$ cat src/rtl/wdw_pkg.sv
`default_nettype none
package wdw_pkg;
    // Clock and timing
    localparam int          WDW_CLK_NS        = 8;
    localparam longint      WDW_RTC_HZ        = 32768;
    localparam longint      WDW_MIN_PERIOD_US = 62500;
    localparam logic [16:0] WDW_MIN_TICKS     =
        17'((WDW_MIN_PERIOD_US * WDW_RTC_HZ) / 64'd1000000);
    localparam int          WDW_RSTP_NS       = 64;
    localparam logic [3:0]  WDW_RSTP_CYC      =
        4'((WDW_RSTP_NS + WDW_CLK_NS - 1) / WDW_CLK_NS);

    // Period select: tick count is the minimum period shifted by sel
    localparam logic [2:0]  WDW_SEL_MAX = 3'h5;
    localparam logic [2:0]  WDW_SEL_RST = 3'h5;
    localparam logic        WDW_EN_RST  = 1'b1;
    localparam logic        WDW_CPU_RST = 1'b0;

    // Register map (byte addresses)
    localparam int          WDW_AW       = 4;
    localparam logic [3:0]  WDW_CTRL_OFF = 4'h0;
    localparam logic [3:0]  WDW_CLR_OFF  = 4'h4;
    localparam logic [3:0]  WDW_SLP_OFF  = 4'h8;
    localparam logic [3:0]  WDW_STAT_OFF = 4'hc;

    // Field positions
    localparam int WDW_CTRL_EN_BIT  = 0;
    localparam int WDW_CTRL_CPU_BIT = 1;
    localparam int WDW_CTRL_SEL_LSB = 2;
    localparam int WDW_STAT_FIRED   = 2;
    localparam int WDW_STAT_WOKE    = 3;

    // Clear key nibbles
    localparam logic [3:0] WDW_KEY_HI = 4'ha;
    localparam logic [3:0] WDW_KEY_LO = 4'h5;

    // Sleep request codes
    localparam logic [1:0] WDW_SLP_WAIT = 2'h1;
    localparam logic [1:0] WDW_SLP_HALT = 2'h2;
    localparam logic [1:0] WDW_SLP_STBY = 2'h3;

    // Bus responses
    localparam logic [1:0] WDW_RESP_OK  = 2'h0;
    localparam logic [1:0] WDW_RESP_DEC = 2'h3;

    typedef enum logic [1:0] {WDW_RUN, WDW_WAIT, WDW_HALT, WDW_STBY} wdw_mode_e;

    typedef struct packed {
        logic       en;
        logic       cpu_only;
        logic [2:0] sel;
    } wdw_ctrl_s;

    typedef struct packed {
        logic cpu_stall;
        logic cpu_off;
        logic pll_off;
        logic mods_off;
        logic retain;
    } wdw_pwr_s;
endpackage
`default_nettype wire

$ cat src/rtl/wdw_tick.sv
`default_nettype none
module wdw_tick (
    input  wire logic aclk,     // System clock
    input  wire logic aresetn,  // Sync reset, active low
    input  wire logic ce,       // Clock enable
    input  wire logic rtc_clk,  // 32768 Hz clock, sampled
    output logic      tick      // One pulse per rtc rising edge
);
    logic prev_q;
    logic prev_d;
    logic tick_q;
    logic tick_d;

    // Rising edge of the slow clock becomes a one-cycle tick
    always_comb begin
        prev_d = rtc_clk;
        tick_d = rtc_clk & ~prev_q;
    end

    always_ff @(posedge aclk) begin
        if (!aresetn) begin
            prev_q <= 1'b1;  // A slow clock already high at release is no edge
            tick_q <= 1'b0;
        end else if (ce) begin
            prev_q <= prev_d;
            tick_q <= tick_d;
        end
    end

    assign tick = tick_q;
endmodule
`default_nettype wire

$ cat src/rtl/wdw_top.sv
`default_nettype none
// How it works
// RULE1: A missed clear resets the system or only the processor, as the control bit picks.
// RULE2: Clearing the enable bit stops the watchdog so no watchdog reset can occur.
// RULE3: The period runs from 62.5 ms to 2 s in doubling steps, 2 s after reset.
// RULE4: A write of a word with top nibble a and bottom nibble 5 to the clear port restarts it; the code checks bits 15:12 for a and needs wstrb[1:0] set.
// RULE5: The watchdog keeps counting in wait and halt, where the slow clock still runs.
// RULE6: After reset the block runs until software asks for wait, halt or standby.
// RULE7: Any interrupt while in a low-power mode wakes the device.
// RULE8: Waking from wait resumes the processor with no reset.
// RULE9: Waking from halt or standby resets the processor to its start point.
// RULE10: Halt turns the processor and the clock multiplier off, leaving the slow domain on.
// RULE11: Standby turns all modules off while memory and pin states are retained.
// RULE12: The timeout counter advances only on ticks taken from the 32768 Hz clock.
module wdw_top #(
    parameter logic [16:0] BASE_TICKS = wdw_pkg::WDW_MIN_TICKS  // Ticks of shortest period
) (
    input  wire logic                   aclk,          // System clock
    input  wire logic                   aresetn,       // Sync reset, active low
    input  wire logic                   ce,            // Clock enable
    input  wire logic                   rtc_clk,       // 32768 Hz clock input
    input  wire logic                   irq_any,       // Any interrupt pending
    input  wire logic [wdw_pkg::WDW_AW-1:0] s_awaddr,  // Write address
    input  wire logic                   s_awvalid,     // Write address valid
    output logic                        s_awready,     // Write address ready
    input  wire logic [31:0]            s_wdata,       // Write data
    input  wire logic [3:0]             s_wstrb,       // Byte strobes
    input  wire logic                   s_wvalid,      // Write data valid
    output logic                        s_wready,      // Write data ready
    output logic [1:0]                  s_bresp,       // Write response
    output logic                        s_bvalid,      // Write response valid
    input  wire logic                   s_bready,      // Write response ready
    input  wire logic [wdw_pkg::WDW_AW-1:0] s_araddr,  // Read address
    input  wire logic                   s_arvalid,     // Read address valid
    output logic                        s_arready,     // Read address ready
    output logic [31:0]                 s_rdata,       // Read data
    output logic [1:0]                  s_rresp,       // Read response
    output logic                        s_rvalid,      // Read data valid
    input  wire logic                   s_rready,      // Read data ready
    output logic                        sys_rst_req,   // Whole-system reset pulse
    output logic                        cpu_rst_req,   // Processor-only reset pulse
    output wdw_pkg::wdw_pwr_s           pwr            // Power-domain controls
);
    import wdw_pkg::*;

    // Register decode, shared by write and read paths
    function automatic logic addr_hit(input logic [WDW_AW-1:0] a);
        addr_hit = (a == WDW_CTRL_OFF) || (a == WDW_CLR_OFF) ||
                   (a == WDW_SLP_OFF) || (a == WDW_STAT_OFF);
    endfunction

    // Out-of-range selects clamp to the longest period
    function automatic logic [16:0] period_ticks(input logic [2:0] sel);
        logic [2:0] s;
        s = (sel > WDW_SEL_MAX) ? WDW_SEL_MAX : sel;
        period_ticks = BASE_TICKS << s;
    endfunction

    logic              aw_got_q, aw_got_d, w_got_q, w_got_d;
    logic [WDW_AW-1:0] awaddr_q, awaddr_d;
    logic [31:0]       wdata_q, wdata_d, rdata_q, rdata_d;
    logic [3:0]        wstrb_q, wstrb_d;
    logic              awready_q, awready_d, wready_q, wready_d, arready_q, arready_d;
    logic              bvalid_q, bvalid_d, rvalid_q, rvalid_d;
    logic [1:0]        bresp_q, bresp_d, rresp_q, rresp_d;
    logic              wr_en;

    wdw_ctrl_s   ctrl_q, ctrl_d;
    wdw_mode_e   mode_q, mode_d;
    wdw_pwr_s    pwr_q, pwr_d;
    logic [16:0] cnt_q, cnt_d;
    logic [3:0]  rcnt_q, rcnt_d;
    logic        sys_q, sys_d, cpu_q, cpu_d, fired_q, fired_d, woke_q, woke_d;
    logic        tick, wd_run, kick, expire, wake, ev_sys, ev_cpu;

    wdw_tick u_tick (
        .aclk    (aclk),
        .aresetn (aresetn),
        .ce      (ce),
        .rtc_clk (rtc_clk),
        .tick    (tick)
    );

    // Bus slave: address and data are taken in either order, one write at a time
    always_comb begin
        aw_got_d = aw_got_q;
        w_got_d  = w_got_q;
        awaddr_d = awaddr_q;
        wdata_d  = wdata_q;
        wstrb_d  = wstrb_q;
        bvalid_d = bvalid_q;
        bresp_d  = bresp_q;
        rvalid_d = rvalid_q;
        rresp_d  = rresp_q;
        rdata_d  = rdata_q;
        if (s_awvalid && awready_q) begin
            aw_got_d = 1'b1;
            awaddr_d = s_awaddr;
        end
        if (s_wvalid && wready_q) begin
            w_got_d = 1'b1;
            wdata_d = s_wdata;
            wstrb_d = s_wstrb;
        end
        wr_en = aw_got_q && w_got_q && !bvalid_q;
        if (bvalid_q && s_bready) begin
            bvalid_d = 1'b0;
        end
        if (wr_en) begin
            aw_got_d = 1'b0;
            w_got_d  = 1'b0;
            bvalid_d = 1'b1;
            bresp_d  = addr_hit(awaddr_q) ? WDW_RESP_OK : WDW_RESP_DEC;
        end
        if (rvalid_q && s_rready) begin
            rvalid_d = 1'b0;
        end
        if (s_arvalid && arready_q) begin
            rvalid_d = 1'b1;
            rresp_d  = addr_hit(s_araddr) ? WDW_RESP_OK : WDW_RESP_DEC;
            case (s_araddr)
                WDW_CTRL_OFF: rdata_d = {27'h0, ctrl_q.sel, ctrl_q.cpu_only, ctrl_q.en};
                WDW_SLP_OFF:  rdata_d = {30'h0, mode_q};
                WDW_STAT_OFF: rdata_d = {28'h0, woke_q, fired_q, mode_q};
                default:      rdata_d = 32'h0;
            endcase
        end
        // Readies drop while a transfer is held, so the master sees back-pressure
        awready_d = !aw_got_d && !bvalid_d;
        wready_d  = !w_got_d && !bvalid_d;
        arready_d = !rvalid_d;
    end

    always_ff @(posedge aclk) begin
        if (!aresetn) begin
            aw_got_q  <= 1'b0;
            w_got_q   <= 1'b0;
            awaddr_q  <= '0;
            wdata_q   <= 32'h0;
            wstrb_q   <= 4'h0;
            bvalid_q  <= 1'b0;
            bresp_q   <= WDW_RESP_OK;
            rvalid_q  <= 1'b0;
            rresp_q   <= WDW_RESP_OK;
            rdata_q   <= 32'h0;
            awready_q <= 1'b0;
            wready_q  <= 1'b0;
            arready_q <= 1'b0;
        end else if (ce) begin
            aw_got_q  <= aw_got_d;
            w_got_q   <= w_got_d;
            awaddr_q  <= awaddr_d;
            wdata_q   <= wdata_d;
            wstrb_q   <= wstrb_d;
            bvalid_q  <= bvalid_d;
            bresp_q   <= bresp_d;
            rvalid_q  <= rvalid_d;
            rresp_q   <= rresp_d;
            rdata_q   <= rdata_d;
            awready_q <= awready_d;
            wready_q  <= wready_d;
            arready_q <= arready_d;
        end
    end

    // Watchdog, power mode and reset pulses
    always_comb begin
        ctrl_d  = ctrl_q;
        mode_d  = mode_q;
        cnt_d   = cnt_q;
        rcnt_d  = rcnt_q;
        sys_d   = sys_q;
        cpu_d   = cpu_q;
        fired_d = fired_q;
        woke_d  = woke_q;
        // Standby stops the slow clock, so the count is cleared and held at zero there
        wd_run  = ctrl_q.en && (mode_q != WDW_STBY);                 // [RULE2] [RULE5]
        kick    = wr_en && (awaddr_q == WDW_CLR_OFF) && (wstrb_q[1:0] == 2'h3) &&
                  (wdata_q[15:12] == WDW_KEY_HI) && (wdata_q[3:0] == WDW_KEY_LO); // [RULE4]
        expire  = wd_run && tick && !kick &&
                  (cnt_q >= period_ticks(ctrl_q.sel) - 17'h1);       // [RULE3] [RULE12]
        wake    = (mode_q != WDW_RUN) && irq_any;                    // [RULE7]
        ev_sys  = expire && !ctrl_q.cpu_only;                        // [RULE1]
        ev_cpu  = (expire && ctrl_q.cpu_only) ||
                  (wake && (mode_q != WDW_WAIT));                    // [RULE1] [RULE9]
        if (!wd_run || kick) begin
            cnt_d = 17'h0;                                           // [RULE4]
        end else if (tick) begin
            cnt_d = expire ? 17'h0 : cnt_q + 17'h1;                  // [RULE12]
        end
        if (wr_en && (awaddr_q == WDW_CTRL_OFF) && wstrb_q[0]) begin
            ctrl_d.en       = wdata_q[WDW_CTRL_EN_BIT];              // [RULE2]
            ctrl_d.cpu_only = wdata_q[WDW_CTRL_CPU_BIT];
            ctrl_d.sel      = wdata_q[WDW_CTRL_SEL_LSB +: 3];        // [RULE3]
        end
        if (wr_en && (awaddr_q == WDW_SLP_OFF) && wstrb_q[0] && (mode_q == WDW_RUN)) begin
            case (wdata_q[1:0])
                WDW_SLP_WAIT: mode_d = WDW_WAIT;                     // [RULE6]
                WDW_SLP_HALT: mode_d = WDW_HALT;
                WDW_SLP_STBY: mode_d = WDW_STBY;
                default:      mode_d = WDW_RUN;
            endcase
        end
        // Wait returns to the next instruction; among wakes only halt and standby raise ev_cpu, as does a cpu_only timeout
        if (wake || expire) begin
            mode_d = WDW_RUN;                                        // [RULE8] [RULE9]
        end
        // Sticky flags, write one to clear; a same-cycle set wins
        if (wr_en && (awaddr_q == WDW_STAT_OFF) && wstrb_q[0]) begin
            fired_d = fired_q & ~wdata_q[WDW_STAT_FIRED];
            woke_d  = woke_q & ~wdata_q[WDW_STAT_WOKE];
        end
        fired_d = fired_d | expire;
        woke_d  = woke_d | wake;
        // Stretched pulse; events arriving mid-pulse extend it
        if (ev_sys || ev_cpu) begin
            rcnt_d = WDW_RSTP_CYC;                                   // [RULE1]
            sys_d  = sys_q | ev_sys;
            cpu_d  = cpu_q | ev_cpu;
        end else if (rcnt_q != 4'h0) begin
            rcnt_d = rcnt_q - 4'h1;
            if (rcnt_q == 4'h1) begin
                sys_d = 1'b0;
                cpu_d = 1'b0;
            end
        end
        pwr_d.cpu_stall = (mode_d == WDW_WAIT);
        pwr_d.cpu_off   = (mode_d == WDW_HALT) || (mode_d == WDW_STBY); // [RULE10]
        pwr_d.pll_off   = (mode_d == WDW_HALT) || (mode_d == WDW_STBY); // [RULE10]
        pwr_d.mods_off  = (mode_d == WDW_STBY);                      // [RULE11]
        pwr_d.retain    = (mode_d == WDW_STBY);                      // [RULE11]
    end

    always_ff @(posedge aclk) begin
        if (!aresetn) begin
            ctrl_q  <= '{en: WDW_EN_RST, cpu_only: WDW_CPU_RST, sel: WDW_SEL_RST}; // [RULE3]
            mode_q  <= WDW_RUN;                                      // [RULE6]
            cnt_q   <= 17'h0;
            rcnt_q  <= 4'h0;
            sys_q   <= 1'b0;
            cpu_q   <= 1'b0;
            fired_q <= 1'b0;
            woke_q  <= 1'b0;
            pwr_q   <= '0;
        end else if (ce) begin
            ctrl_q  <= ctrl_d;
            mode_q  <= mode_d;
            cnt_q   <= cnt_d;
            rcnt_q  <= rcnt_d;
            sys_q   <= sys_d;
            cpu_q   <= cpu_d;
            fired_q <= fired_d;
            woke_q  <= woke_d;
            pwr_q   <= pwr_d;
        end
    end

    assign s_awready   = awready_q;
    assign s_wready    = wready_q;
    assign s_bvalid    = bvalid_q;
    assign s_bresp     = bresp_q;
    assign s_arready   = arready_q;
    assign s_rvalid    = rvalid_q;
    assign s_rresp     = rresp_q;
    assign s_rdata     = rdata_q;
    assign sys_rst_req = sys_q;
    assign cpu_rst_req = cpu_q;
    assign pwr         = pwr_q;

    // Checks on the watchdog and power sequencing
    clear_restart_a: assert property (@(posedge aclk) disable iff (!aresetn) // [RULE4]
        ce && kick |=> cnt_q == 17'h0) else $error("clear did not restart count");
    wd_disabled_a: assert property (@(posedge aclk) disable iff (!aresetn) // [RULE2]
        ce && !ctrl_q.en && rcnt_q == 4'h0 && !wake |=> !sys_q && !cpu_q)
        else $error("reset while watchdog disabled");
    expire_target_a: assert property (@(posedge aclk) disable iff (!aresetn) // [RULE1]
        ce && expire && rcnt_q == 4'h0 && !wake |=>
        (sys_q != cpu_q) && (cpu_q == $past(ctrl_q.cpu_only)))
        else $error("timeout reset went to wrong target");
    pulse_len_a: assert property (@(posedge aclk) disable iff (!aresetn) // [RULE1]
        $rose(sys_q) |-> sys_q [*8]) else $error("system reset pulse too short");
    reset_period_a: assert property (@(posedge aclk) // [RULE3]
        aresetn && !$past(aresetn) |-> ctrl_q.sel == WDW_SEL_RST && ctrl_q.en)
        else $error("period not 2 s after reset");
    run_at_reset_a: assert property (@(posedge aclk) // [RULE6]
        aresetn && !$past(aresetn) |-> mode_q == WDW_RUN && pwr_q == '0)
        else $error("not running after reset");
    wait_resume_a: assert property (@(posedge aclk) disable iff (!aresetn) // [RULE8]
        ce && mode_q == WDW_WAIT && irq_any && !expire && rcnt_q == 4'h0 |=>
        mode_q == WDW_RUN && !cpu_q && !pwr_q.cpu_stall)
        else $error("wait wake did not resume cleanly");
    deep_restart_a: assert property (@(posedge aclk) disable iff (!aresetn) // [RULE9]
        ce && (mode_q == WDW_HALT || mode_q == WDW_STBY) && irq_any |=>
        cpu_q && mode_q == WDW_RUN && woke_q) else $error("deep wake without cpu reset");
    halt_power_a: assert property (@(posedge aclk) disable iff (!aresetn) // [RULE10]
        ce && mode_d == WDW_HALT |=> pwr_q.cpu_off && pwr_q.pll_off && !pwr_q.mods_off)
        else $error("halt power state wrong");
    stby_retain_a: assert property (@(posedge aclk) disable iff (!aresetn) // [RULE11]
        mode_q == WDW_STBY |-> pwr_q.retain && pwr_q.mods_off)
        else $error("standby without retention");
    halt_count_a: assert property (@(posedge aclk) disable iff (!aresetn) // [RULE5]
        ce && tick && mode_q == WDW_HALT && ctrl_q.en && !kick && !expire |=>
        cnt_q == $past(cnt_q) + 17'h1) else $error("watchdog stalled in halt");
    tick_hold_a: assert property (@(posedge aclk) disable iff (!aresetn) // [RULE12]
        ce && !tick && !kick && wd_run |=> $stable(cnt_q))
        else $error("count moved without slow tick");
endmodule
`default_nettype wire
$ cat config.mk
export PLATFORM = sky130hd
export DESIGN_NAME = wdw_top
export DESIGN_NICKNAME = d
export VERILOG_FILES = /design/src/rtl/wdw_pkg.sv /design/src/rtl/wdw_tick.sv /design/src/rtl/wdw_top.sv
export SDC_FILE = /design/constraint.sdc
export NUM_CORES = 1
export LEC_CHECK = 0
export ABC_AREA = 1
export BUFFER_PORTS_ARGS = -buffer_cell sky130_fd_sc_hd__buf_2
export CORE_ASPECT_RATIO = 1.2
export CORE_UTILIZATION = 40
export CTS_BUF_LIST = sky130_fd_sc_hd__clkbuf_4 sky130_fd_sc_hd__clkbuf_8 sky130_fd_sc_hd__clkbuf_16
export CTS_CLUSTER_SIZE = 16
export DETAILED_ROUTE_END_ITERATION = 6
export PLACE_DENSITY = 0.7
export RECOVER_POWER = 50
export SETUP_SLACK_MARGIN = 0.4
export SLEW_MARGIN = 20
export SYNTH_ARGS = -nofsm -noshare
export SYNTH_HDL_FRONTEND = slang
export SYNTH_SLANG_ARGS = --single-unit
$ cat constraint.sdc
create_clock -name aclk -period 2.4 [get_ports aclk]
set_input_delay 0.12 -clock aclk [delete_from_list [all_inputs] [get_ports aclk]]
set_output_delay 0.12 -clock aclk [all_outputs]
set_load 0.02 [all_outputs]
==> flow_metrics.py <==
metrics = {
    "run_status": {
        "status": "complete, but fails checks",
        "violations": "negative setup slack",
    },
    "timing": {
        "tns_ns": -0.110,
        "clock.fmax_mhz": 412,
        "hold_violations": 0,
        "slew_violations": 0,
        "max_slew_margin_pct": 48.0,
        "rsz0062_at_grt": "true",
        "finalSetupViolCount": 7,
        "min_period_ns": 2.43,
        "fin_ws_ns": -0.0279,
        "min_period_over_period_pct": 101,
        "skew_ns": 0.00552,
        "worst_slew_pin_slew_ns": 0.779,
    },
    "logic_synthesis": {
        "syn-instance-count": 501,
        "synth-edff-count": 0,
        "ys_seq_area_share_pct": 36.6,
        "ys_warn_count": 0,
        "ys_types": 39,
        "synth_seq_cells": 66,
        "synth.avg_cell_area_sq_um": 7.20,
        "synth_ff_type": "dfxtp_1",
        "netlist_area_sq_mm": 0.00361,
        "synthArstFlopShare_pct": 0,
    },
    "routing": {
        "vias": 3385,
        "drc": 0,
        "drt_iter0_drc": 162,
        "drt_pass1_iterations": 5,
        "drt_wl_total_microns": 8530,
        "detail-route-antenna-nets": 0,
        "wire_per_inst_microns": 12.4,
        "detail_route.vias_per_cell": 4.91,
    },
    "grt": {
        "grt_pass1_wl_microns": 13600,
        "antenna_found_initial": 0,
        "grt_max_degree": 33,
        "overflow": 0,
        "grt.total_usage_pct": 18.7,
        "grt_pass1_vias": 3108,
    },
    "floorplanning": {
        "ios": 102,
        "rows": 37,
        "die_w_microns": 88.7,
        "die_area_sq_mm": 0.00941,
        "coreArea_sq_mm": 0.00866,
        "dieHeight_microns": 106,
        "start_util_pct": 41.7,
    },
    "clocking": {
        "cts.reportedPaths.clkPinSlew_ns": 0.07,
        "cts_tree": "done",
        "hold_buffers": 0,
        "cts_max_path_buffers": 2,
        "root_buffer": "clkbuf_8",
        "numCtsBuffers": 9,
        "clk_latency_ns": 0.35,
        "cts.sinks": 66,
        "cts.htree.levels": 3,
    },
    "final_layout": {
        "n_antenna_cell": 0,
        "finish.utilization_pct": 50.8,
        "fillCellCount": 821,
        "areaGrowthSynthToFinish_pct": 21.8,
        "layout_commonest_cell": "nand2_1",
        "instances_no_fill": 690,
        "drive_gt1_share_pct": 23.7,
        "fin_nets": 633,
        "final_cell_mix": "67 x nand2_1, 64 x inv_1, 64 x dfxtp_1",
    },
    "worst_setup_path": {
        "path_cells": "inv_2, nand2_1, ha_2, ha_1, a21oi_1, nor2_4, nor2_4, nand2_2, nor2_4, nor2_4, o21ai_2, nand2_2, clkbuf_16, nor2_2",
        "crit_top_cell": "nor2_4",
        "worstSetupPathType": "register to register",
        "crit_fanout": 6,
        "critPathMaxStageDelay_ns": 0.35,
        "r2r_start": "ctrl_q[2]",
        "critPathLaunch": "ctrl_q[2]",
        "end_kind": "register",
        "start_kind": "register",
        "crit_buf_inv": 2,
        "slowest_stage": "dfxtp_1",
        "crit_family": "simple AND/OR/NAND/NOR gates",
        "cp.required_ns": 2.69,
        "arrival_ns": 2.72,
    },
    "pwr": {
        "combPwrFrac_pct": 17.9,
        "p_leak_nw": 1.90,
        "totalPowerFinal_mw": 2.75,
        "p_sw_mw": 0.807,
        "p_per_area_mw_per_mm2": 625,
        "p_clk_share_pct": 39.0,
        "internal_power_mw": 1.94,
        "power_switching_share_pct": 29.4,
        "ir_worst_vdd_uv": 410,
        "power_frac_seq_pct": 43.1,
    },
    "placed_design": {
        "io_buffers": 49,
        "place_congestion": 0.895,
        "dpl_worst_slack_ns": -0.0731,
        "dp.cells": 662,
        "place_hpwl_microns": 5940,
    },
    "hold_path": {
        "worstHoldStart": "rtc_clk",
        "hold_class": "input pin to register",
    },
    "flow_run": {
        "drv_cap": 0,
    },
}
[power groups by stage]
stage / Combinational (mW) / Clock [mW] / Sequential [mW]
after global routing: 0.554 / 1.15 / 1.19
final: 0.492 / 1.07 / 1.19
after floorplan: 0.369 / 0 / 1.21
after CTS: 0.469 / 1.09 / 1.19
after global placement: 0.422 / 0 / 1.21
after detailed placement: 0.433 / 0 / 1.21
[metal layers]
layer / up-vias / wire length [microns] / track usage (%)
met5: - / 0 / 0
met4: 0 / 209 / 8.18
met3: 21 / 445 / 4.81
met2: 112 / 4470 / 33.2
met1: 1547 / 3410 / 20.3
li1: 1705 / - / -
[kinds of logic (layout without fill, tap and decap cells)]
group           Yosys count  count (layout)  share of synthesized area (%)
flops                    66              66                           36.6
buf+inv                 118             164                           16.3
compound gates           98              98                           14.7
fa+ha+maj                11              11                           3.81
other cells               2              28                          0.208
simple gates            197             197                           26.2
xor+xnor                  9               9                           2.18
[timing repair]
| action | CTS | global route |
|---|---|---|
| gates cloned | 0 | 1 |
| setup buffers | 8 | 3 |
| gates resized for setup | 26 | 16 |
| pin swaps | 7 | 3 |
| setup endpoints to repair | 29 | 29 |
[stage by stage]
stage / hold slack [ns] / cell area [sq um]
2_1_floorplan: 0.246 / 3710
3_3_place_gp: 0.369 / 3910
3_5_place_dp: 0.377 / 3910
4_1_cts: 0.0132 / 4300
5_1_grt: 0.0315 / 4400
6_report: 0.0209 / 4400
[synth_stat cells, types with 5 or more instances]
master / n / area [sq um]
dfxtp_1: 66 / 1320
inv_1: 67 / 251
nor3_1: 8 / 40.0
nor2_1: 38 / 143
nand2_2: 8 / 50.1
ha_1: 11 / 138
nand3_1: 33 / 165
o21ai_0: 34 / 170
buf_4: 32 / 240
a21oi_1: 47 / 235
xor2_1: 6 / 52.6
inv_2: 5 / 18.8
clkbuf_1: 9 / 33.8
nor2_2: 16 / 100
nand4_1: 13 / 81.3
nand2_1: 69 / 259
[state kept, by name, summed over array words and instances (netlist names), 2 cells and up]
register  cells
wstrb_q       2
wdata_q       9
rcnt_q        4
mode_q        2
cnt_q        17
ctrl_q        5
pwr           3
s_rdata       5
awaddr_q      4
[worst register-to-register path: cells and delay by family (launching register included)]
kind            cells  cell delay [ns]
buf+inv             2             0.25
simple gates        8             0.72
flops               1             0.35
compound gates      2             0.42
fa+ha+maj           2             0.60
[cell type report]
cell class | count | area, sq um | share of cell area [%]
clock inverter | 6 | 88.8 | 2.02
timing repair buffer | 75 | 459 | 10.4
multi-input combinational | 343 | 1960 | 44.7
inverter | 73 | 277 | 6.29
tap | 117 | 146 | 3.33
sequential | 66 | 1320 | 30.1
clock buffer | 10 | 138 | 3.13
[final timing paths]
check                  endpoint  slack (ns)  cells past startpoint
hold reg to reg     wdata_q[15]        0.45                      2
setup reg to reg      cnt_q[11]       -0.03                     14
setup / recovery      cnt_q[11]       -0.03                     14
hold / removal    u_tick.prev_q        0.02                      3
Power figures use the tool's default switching activity.
